`config.mk`:
```
export PLATFORM = sky130hd
export DESIGN_NAME = tbr_top
export DESIGN_NICKNAME = d
export VERILOG_FILES = /design/src/tbr_pkg.sv /design/src/tbr_top.sv
export SDC_FILE = /design/constraint.sdc
export NUM_CORES = 1
export LEC_CHECK = 0
export BUFFER_PORTS_ARGS = -buffer_cell sky130_fd_sc_hd__buf_2
export CAP_MARGIN = 20
export CELL_PAD_IN_SITES_DETAIL_PLACEMENT = 0
export CELL_PAD_IN_SITES_GLOBAL_PLACEMENT = 1
export CORE_AREA = 4 4 275 277
export CTS_BUF_LIST = sky130_fd_sc_hd__clkbuf_8
export CTS_CLUSTER_DIAMETER = 200
export CTS_CLUSTER_SIZE = 24
export DETAILED_ROUTE_END_ITERATION = 16
export DIE_AREA = 0 0 279 281
export GPL_ROUTABILITY_DRIVEN = 1
export GPL_TIMING_DRIVEN = 0
export HOLD_SLACK_MARGIN = 0.1
export PLACE_DENSITY_LB_ADDON = 0.1
export SYNTH_ARGS = -nofsm -noshare
export SYNTH_HDL_FRONTEND = slang
export SYNTH_SLANG_ARGS = --single-unit
```
`constraint.sdc`:
```
create_clock -name clock -period 16.7 [get_ports clock]
set_input_delay 0 -clock clock [delete_from_list [all_inputs] [get_ports clock]]
set_output_delay 0 -clock clock [all_outputs]
set_load 0.05 [all_outputs]
```
`src/tbr_pkg.sv`:
```
// Constants, types and register map of the timer and burst-read configuration block.
// Assumes a 100 MHz core clock and a one-cycle tick pulse from the 10 Hz low-speed clock.
package tbr_pkg;

    // ------------------------------------------------------------
    // register map
    // ------------------------------------------------------------
    localparam logic [7:0] TBR_TIMER_CONTROL_ADDR = 8'h4A;
    localparam logic [7:0] TBR_BURST_COUNT_ADDR = 8'h4B;
    localparam logic [7:0] TBR_TIMER_CONTROL_RST = 8'h00;
    localparam logic [7:0] TBR_BURST_COUNT_RST = 8'h06;
    localparam logic [7:0] TBR_READ_NONE = 8'h00;

    // timer_control fields
    localparam int TBR_TILT_LSB = 0;
    localparam int TBR_PERIOD_LSB = 4;
    localparam int TBR_LATCH_EN_BIT = 7;

    // ------------------------------------------------------------
    // timing, in milliseconds and in ticks of the low-speed clock
    // ------------------------------------------------------------
    localparam int TBR_TICK_MS = 100;
    localparam int TBR_TILT_BASE_MS = 1600;
    localparam int TBR_TILT_STEP_MS = 200;
    localparam int TBR_LATCH_BASE_MS = 200;
    localparam logic [2:0] TBR_PERIOD_MAX_CODE = 3'h5;
    localparam int TBR_TILT_BASE_TICKS = TBR_TILT_BASE_MS / TBR_TICK_MS;
    localparam int TBR_TILT_STEP_TICKS = TBR_TILT_STEP_MS / TBR_TICK_MS;
    localparam int TBR_LATCH_BASE_TICKS = TBR_LATCH_BASE_MS / TBR_TICK_MS;
    localparam int TBR_TICK_W = 7;

    // ------------------------------------------------------------
    // sample layout
    // ------------------------------------------------------------
    localparam int TBR_DATA_BYTES = 6;
    localparam int TBR_SAMPLE_W = 8 * TBR_DATA_BYTES;
    localparam int TBR_SHIFT_W = TBR_SAMPLE_W + 16;
    localparam logic [3:0] TBR_LEN_DATA = 4'h6;

    typedef struct packed {
        logic wr;
        logic rd;
        logic [7:0] addr;
        logic [7:0] wdata;
    } tbr_reg_req_t;

    typedef enum logic [2:0] {
        TBR_IDLE = 3'b001,
        TBR_LOAD = 3'b010,
        TBR_SEND = 3'b100
    } tbr_state_t;

endpackage

```
`src/tbr_top.sv`:
```
// Timer control, burst sample count, tilt-35 timer, temporary pin latch and burst serialiser.
// Assumes the host port logic presents decoded register accesses and drains the byte stream.
`timescale 1ns/1ns
`default_nettype none

module tbr_fifo #(
    parameter int WIDTH = 48,
    parameter int DEPTH = 8
) (
    // clock and reset
    input wire logic clock,
    input wire logic rst_n,
    // filling side
    input wire logic in_valid,
    input wire logic [WIDTH-1:0] in_data,
    output logic in_ready,
    // draining side
    output logic out_valid,
    output logic [WIDTH-1:0] out_data,
    input wire logic out_ready
);
    localparam int AW = $clog2(DEPTH);
    localparam int CW = AW + 1;

    logic [WIDTH-1:0] mem [DEPTH];
    logic [AW-1:0] wp_r, rp_r;
    logic [CW-1:0] cnt_r, cnt_nxt;
    logic full_r, empty_r;
    wire push = in_valid && !full_r;
    wire pop = out_ready && !empty_r;
    wire [AW-1:0] wp_inc = (wp_r == AW'(DEPTH - 1)) ? '0 : wp_r + 1'b1;
    wire [AW-1:0] rp_inc = (rp_r == AW'(DEPTH - 1)) ? '0 : rp_r + 1'b1;

    assign cnt_nxt = cnt_r + CW'(push) - CW'(pop);
    assign in_ready = !full_r;
    assign out_valid = !empty_r;
    assign out_data = mem[rp_r];

    always_ff @(posedge clock) begin
        if (push) begin
            mem[wp_r] <= in_data;
        end
    end

    always_ff @(posedge clock) begin
        if (!rst_n) begin
            wp_r <= '0;
            rp_r <= '0;
            cnt_r <= '0;
            full_r <= 1'b0;
            empty_r <= 1'b1;
        end else begin
            wp_r <= push ? wp_inc : wp_r;
            rp_r <= pop ? rp_inc : rp_r;
            cnt_r <= cnt_nxt;
            full_r <= (cnt_nxt == CW'(DEPTH));
            empty_r <= (cnt_nxt == '0);
        end
    end
endmodule // tbr_fifo

module tbr_top import tbr_pkg::*; #(
    parameter int FIFO_DEPTH = 8
) (
    // clock and reset
    input wire logic clock,
    input wire logic rst_n,
    // register access from the host port
    input wire tbr_reg_req_t reg_req,
    output logic [7:0] reg_rdata,
    // low-speed clock tick and detector inputs
    input wire logic tick_10hz,
    input wire logic tilt35_cond,
    input wire logic int_event,
    // tilt-35 and interrupt test pin results
    output logic tilt35_valid,
    output logic test_int_pin,
    // device configuration from other registers
    input wire logic fifo_burst_enable,
    input wire logic [1:0] status_byte_count,
    input wire logic [7:0] status_13,
    input wire logic [7:0] status_14,
    // samples into the buffer
    input wire logic smp_valid,
    input wire logic [TBR_SAMPLE_W-1:0] smp_data,
    output logic smp_ready,
    // burst read request and byte stream
    input wire logic burst_req,
    output logic burst_busy,
    output logic burst_done,
    output logic byte_valid,
    output logic [7:0] byte_data,
    input wire logic byte_ready
);
    // ------------------------------------------------------------
    // registers
    // ------------------------------------------------------------
    logic [7:0] timer_control_r;
    logic [7:0] burst_sample_count_r;
    logic [7:0] reg_rdata_nxt;
    wire wr_timer = reg_req.wr && (reg_req.addr == TBR_TIMER_CONTROL_ADDR);
    wire wr_count = reg_req.wr && (reg_req.addr == TBR_BURST_COUNT_ADDR);
    wire rd_count = reg_req.rd && (reg_req.addr == TBR_BURST_COUNT_ADDR);
    // timer_control is write-only, so it reads back as zero
    assign reg_rdata_nxt = rd_count ? burst_sample_count_r : TBR_READ_NONE;

    always_ff @(posedge clock) begin
        if (!rst_n) begin
            timer_control_r <= TBR_TIMER_CONTROL_RST;
            burst_sample_count_r <= TBR_BURST_COUNT_RST;
            reg_rdata <= TBR_READ_NONE;
        end else begin
            timer_control_r <= wr_timer ? reg_req.wdata : timer_control_r;
            burst_sample_count_r <= wr_count ? reg_req.wdata : burst_sample_count_r;
            reg_rdata <= reg_rdata_nxt;
        end
    end

    // ------------------------------------------------------------
    // tilt-35 duration timer
    // ------------------------------------------------------------
    wire [2:0] tilt_code = timer_control_r[TBR_TILT_LSB +: 3];
    wire [2:0] period_code = timer_control_r[TBR_PERIOD_LSB +: 3];
    wire latch_feature_enable = timer_control_r[TBR_LATCH_EN_BIT];
    wire [TBR_TICK_W-1:0] tilt_ticks = TBR_TICK_W'(TBR_TILT_BASE_TICKS)
        + TBR_TICK_W'(tilt_code) * TBR_TICK_W'(TBR_TILT_STEP_TICKS);
    logic [TBR_TICK_W-1:0] tilt_cnt_r;
    wire tilt_reached = (tilt_cnt_r >= tilt_ticks);

    always_ff @(posedge clock) begin
        if (!rst_n) begin
            tilt_cnt_r <= '0;
            tilt35_valid <= 1'b0;
        end else begin
            // counts only on low-speed ticks, restarts when the angle goes away
            tilt_cnt_r <= !tilt35_cond ? '0 : (tick_10hz && !tilt_reached) ? tilt_cnt_r + 1'b1 : tilt_cnt_r;
            tilt35_valid <= tilt35_cond && tilt_reached;
        end
    end

    // ------------------------------------------------------------
    // temporary latch on the interrupt test pin
    // ------------------------------------------------------------
    // reserved period codes are clamped to the longest period
    wire [2:0] period_eff = (period_code > TBR_PERIOD_MAX_CODE) ? TBR_PERIOD_MAX_CODE : period_code;
    wire [TBR_TICK_W-1:0] latch_ticks = TBR_TICK_W'(TBR_LATCH_BASE_TICKS) << period_eff;
    logic [TBR_TICK_W-1:0] latch_cnt_r;
    logic latched_r;
    wire latch_expire = latched_r && tick_10hz && (latch_cnt_r + 1'b1 >= latch_ticks);

    always_ff @(posedge clock) begin
        if (!rst_n) begin
            latched_r <= 1'b0;
            latch_cnt_r <= '0;
            test_int_pin <= 1'b0;
        end else begin
            // held for the period, then released and ready for the next event
            latched_r <= latch_feature_enable && (latched_r ? !latch_expire : int_event);
            latch_cnt_r <= (!latched_r || latch_expire) ? '0 : latch_cnt_r + TBR_TICK_W'(tick_10hz);
            test_int_pin <= latch_feature_enable ? (latched_r ? !latch_expire : int_event) : int_event;
        end
    end

    // ------------------------------------------------------------
    // sample buffer
    // ------------------------------------------------------------
    logic fifo_valid;
    logic [TBR_SAMPLE_W-1:0] fifo_data;
    logic fifo_in_ready;
    tbr_state_t state_r, state_nxt;
    wire fifo_pop = (state_r == TBR_LOAD) && fifo_valid;

    tbr_fifo #(.WIDTH(TBR_SAMPLE_W), .DEPTH(FIFO_DEPTH)) u_fifo (
        .clock(clock),
        .rst_n(rst_n),
        .in_valid(smp_valid),
        .in_data(smp_data),
        .in_ready(fifo_in_ready),
        .out_valid(fifo_valid),
        .out_data(fifo_data),
        .out_ready(fifo_pop)
    );

    always_ff @(posedge clock) begin
        if (!rst_n) begin
            smp_ready <= 1'b0;
        end else begin
            smp_ready <= fifo_in_ready;
        end
    end

    // ------------------------------------------------------------
    // burst serialiser
    // ------------------------------------------------------------
    logic [7:0] samples_left_r, samples_left_nxt;
    logic [3:0] bytes_left_r, bytes_left_nxt;
    logic [TBR_SHIFT_W-1:0] shift_r, shift_nxt;
    logic [7:0] byte_data_nxt;
    logic byte_valid_nxt, done_nxt;
    // the count is a number of samples; a sample is 6, 7 or 8 bytes
    wire [3:0] status_len = (status_byte_count > 2'h2) ? 4'h2 : {2'h0, status_byte_count};
    wire [3:0] sample_len = TBR_LEN_DATA + status_len;
    // with burst mode off one sample is served and the count ignored
    wire [7:0] burst_len = fifo_burst_enable ? burst_sample_count_r : 8'h01;
    wire handshake = byte_valid && byte_ready;
    wire last_byte = (bytes_left_r == 4'h1);
    wire last_sample = (samples_left_r == 8'h01);

    always_comb begin
        state_nxt = state_r;
        samples_left_nxt = samples_left_r;
        bytes_left_nxt = bytes_left_r;
        shift_nxt = shift_r;
        byte_data_nxt = byte_data;
        byte_valid_nxt = byte_valid;
        done_nxt = 1'b0;
        case (state_r)
            TBR_IDLE: begin
                if (burst_req && burst_len == 8'h00) begin
                    done_nxt = 1'b1;
                end else if (burst_req) begin
                    samples_left_nxt = burst_len;
                    state_nxt = TBR_LOAD;
                end
            end
            TBR_LOAD: begin
                if (fifo_valid) begin
                    byte_data_nxt = fifo_data[7:0];
                    shift_nxt = {status_14, status_13, fifo_data} >> 8;
                    bytes_left_nxt = sample_len;
                    byte_valid_nxt = 1'b1;
                    state_nxt = TBR_SEND;
                end
            end
            TBR_SEND: begin
                if (handshake && !last_byte) begin
                    byte_data_nxt = shift_r[7:0];
                    shift_nxt = shift_r >> 8;
                    bytes_left_nxt = bytes_left_r - 1'b1;
                end else if (handshake) begin
                    byte_valid_nxt = 1'b0;
                    samples_left_nxt = samples_left_r - 1'b1;
                    done_nxt = last_sample;
                    state_nxt = last_sample ? TBR_IDLE : TBR_LOAD;
                end
            end
            default: begin
                byte_valid_nxt = 1'b0;
                state_nxt = TBR_IDLE;
            end
        endcase
    end

    always_ff @(posedge clock) begin
        if (!rst_n) begin
            state_r <= TBR_IDLE;
            samples_left_r <= '0;
            bytes_left_r <= '0;
            shift_r <= '0;
            byte_data <= '0;
            byte_valid <= 1'b0;
            burst_done <= 1'b0;
            burst_busy <= 1'b0;
        end else begin
            state_r <= state_nxt;
            samples_left_r <= samples_left_nxt;
            bytes_left_r <= bytes_left_nxt;
            shift_r <= shift_nxt;
            byte_data <= byte_data_nxt;
            byte_valid <= byte_valid_nxt;
            burst_done <= done_nxt;
            burst_busy <= (state_nxt != TBR_IDLE);
        end
    end
endmodule // tbr_top

`default_nettype wire

```
==> reports/metrics.cfg <==
[run_status]
outcome = completed

[synthesis]
muxShareOfSynthArea = 0.138
synth_area_per_cell_um2 = 16.7
synth-seq-cells = 522
netlist_area_um2 = 20300
yosys.area.top_type = edfxtp_1
syn_inst = 1217
synthSimpleGateAreaFrac = 0.0542
synth_flop_cell = edfxtp_1
synth_xor_xnor_area_share = 0.00603
synth_edf_count = 384
synth_top_area_share = 0.567
yosysUniqueCellTypes = 69
synth_compound_area_frac = 0.0625
synth-async-reset-ratio = 0
yosysSeqAreaShare = 0.703
synth_warnings = 0
syn_nets = 1336
synthTopCellsByArea = edfxtp_1 (57%), dfxtp_1 (14%), mux4_2 (11%), mux2i_1 (3.2%), a22oi_1 (1.8%)
synthAdderAreaFrac = 0.0164
synth_top_family_by_area = multiplexers

[power]
power_density_nw_per_um2 = 93.8
power_leakage_nw = 8.05
ir_drop_v = 0.0000675

[grt]
antenna_found_initial = 3
grtUsageTotal = 0.138
gr-total-overflow = 0
met3_usage = 0.0151
grt_max_degree = 26
top_usage_layer = met2
met2_usage = 0.234
grt_pass1_wl_um = 81500
first_global_vias = 12200
use_met1 = 0.197

[clock_network]
cts_tree = done
cts_setup_buffers = 0
root_buffer = clkbuf_8
htreeDepth = 1
clock-sinks = 522
path_clk_slew_ns = 0.16
tritoncts.num_buffers = 25
clk_latency_ns = 0.68
clockBufferDepth = 3

[cells_and_area]
nNetsFinal = 1658
drive_gt1_frac = 0.215
area_growth_pct = 20.6
fin_area_um2 = 24500

[timing]
rsz0062_at_grt = no
finalSetupViolCount = 0
post-route-period-util = 0.205
fin_tns_setup_ns = 0
fin_skew_ns = 0.0458
fin_crit_ns = 3.42
slew_headroom = 0.283
worst_pin_slew_ns = 1.08
slew_viol_final = 0
maxClockFrequency_ghz = 0.292
finalHoldViolations = 0

[placed_design]
dpl_cell_area_um2 = 22700
gp_congestion = 0.733
io_buffers = 114
place_hpwl_um = 38600

[worst_hold_path]
hp-class = input port to register

[drt]
antenna_left = 0
drt_iter0_markers = 796
via_per_inst = 4.67
wire_per_inst_um = 21.9
vias = 11800
drt-pass1-iter-count = 5
route.detailed.drc = 0
routed_wl_um = 55200

[floorplan]
fp.dieW_um = 279
die_area_um2 = 78400
coreArea_um2 = 72800
io_pins = 115
start_util = 0.279
chipHeight_um = 281
num_rows = 99

[setup_path]
crit_required_ns = 17.27
critPathArrivalTime_ns = 3.99
critical_path_class = register to register
end_kind = register
cp_max_fo = 10
critPathLaunchType = register
reg2reg_slack_ns = 13.28

[run]
drv_cap = 0

-- power breakdown --
group / internal [mW] / total [mW] / switching, mW / leakage (nW)
sequential: 1.46 / 1.48 / 0.0222 / 4.60
combinational: 0.122 / 0.274 / 0.151 / 3.17
clock: 0.145 / 0.541 / 0.396 / 0.286
-- flip-flops by register name, summed over array words and instances (netlist names), 8 cells and up, named ones only --
signal,count
byte_data,8
samples_left_r,8
u_fifo.mem,384
reg_rdata,8
burst_sample_count_r,8
shift_r,56
-- metrics by stage --
stage / power [mW] / setup slack, ns / instances / hold WS (ns) / util
floorplan: 1.65 / 10.95 / 1217 / 0.0989 / -
global placement: 1.76 / 4.40 / 2290 / 0.246 / 0.303
detailed placement: 1.77 / 13.32 / 2334 / 0.239 / 0.312
CTS: 2.34 / 13.24 / 2516 / 0.102 / 0.336
global route: 2.41 / 13.03 / 2518 / 0.103 / 0.336
finish: 2.30 / 13.28 / 2518 / 0.142 / 0.336
-- critical path: stages (launching register included) --
cell and delay, ns:
dfxtp_1 0.43, or4b_1 0.54, buf_2 0.20, clkinv_2 0.13
buf_2 0.26, ha_1 0.26, inv_1 0.05, ha_1 0.15
inv_1 0.06, fa_1 0.41, xnor2_1 0.14, or3b_2 0.46
nor3b_1 0.23
-- synth_stat cells (all sizes together), types with 6 or more instances --
cell type  instances
inv               19
a21oi             34
dfxtp            138
clkbuf            33
ha                25
nor3b              9
a31oi              8
xnor2              8
xor2               6
nand3             32
o21ai             61
and2              12
or3                6
nor4               6
a311oi            10
edfxtp           384
mux2i             65
nand2b             6
mux4              96
nand2             54
a22oi             48
buf               33
nor3              14
nor2              49
-- layout make-up --
class / count / area [um2]
antenna: 2 / 5.00
buffer: 66 / 314
clock buffer: 25 / 344
clock inverter: 20 / 87.6
fill: 7170 / 48300
inverter: 20 / 76.3
multi-input combinational: 609 / 5690
sequential: 522 / 14300
tap: 959 / 1200
timing repair buffer: 295 / 2500
-- cells by family (layout without fill, tap and decap cells) --
kind of cell               after synthesis  count (layout)
xor gates and xnor gates                14              14
muxes                                  161             161
AOI/OAI and AO/OA                      193             193
buffers and inverters                   86             426
other                                    0               2
and+or+nand+nor                        215             215
adders and majority gates               26              26
DFF                                    522             522
-- worst paths after layout --
path                      start                      end  cells past startpoint
setup reg to reg     state_r[0]            u_fifo.full_r                     12
setup / recovery     state_r[0]            u_fifo.full_r                     12
hold reg to reg   u_fifo.full_r                smp_ready                      1
hold / removal       reg_req[0]  burst_sample_count_r[0]                      4
-- metal layers --
layer	routed length, um	share of wire
met1	26000	0.47
met2	26600	0.48
met3	1890	0.034
met4	705	0.013
met5	7	0.00013
-- cell usage in the layout (no fill, tap or decap), types with 31 or more instances in the layout --
cell type and instances:
nor2_1 46, a21oi_1 33, nand3_1 31, dlygate4sd3_1 137, o21ai_0 40, nand2_1 54, inv_1 37, a22oi_1 48
mux4_2 96, buf_2 137, mux2i_1 65, clkbuf_1 33, dfxtp_1 138, edfxtp_1 384
-- timing repair --
action,4_1_cts,5_1_grt
resized for setup,0,0
endpoints found under the hold margin,482,0
hold buffers,137,0
setup endpoints to repair,0,0
(Power assumes the default switching activity.)
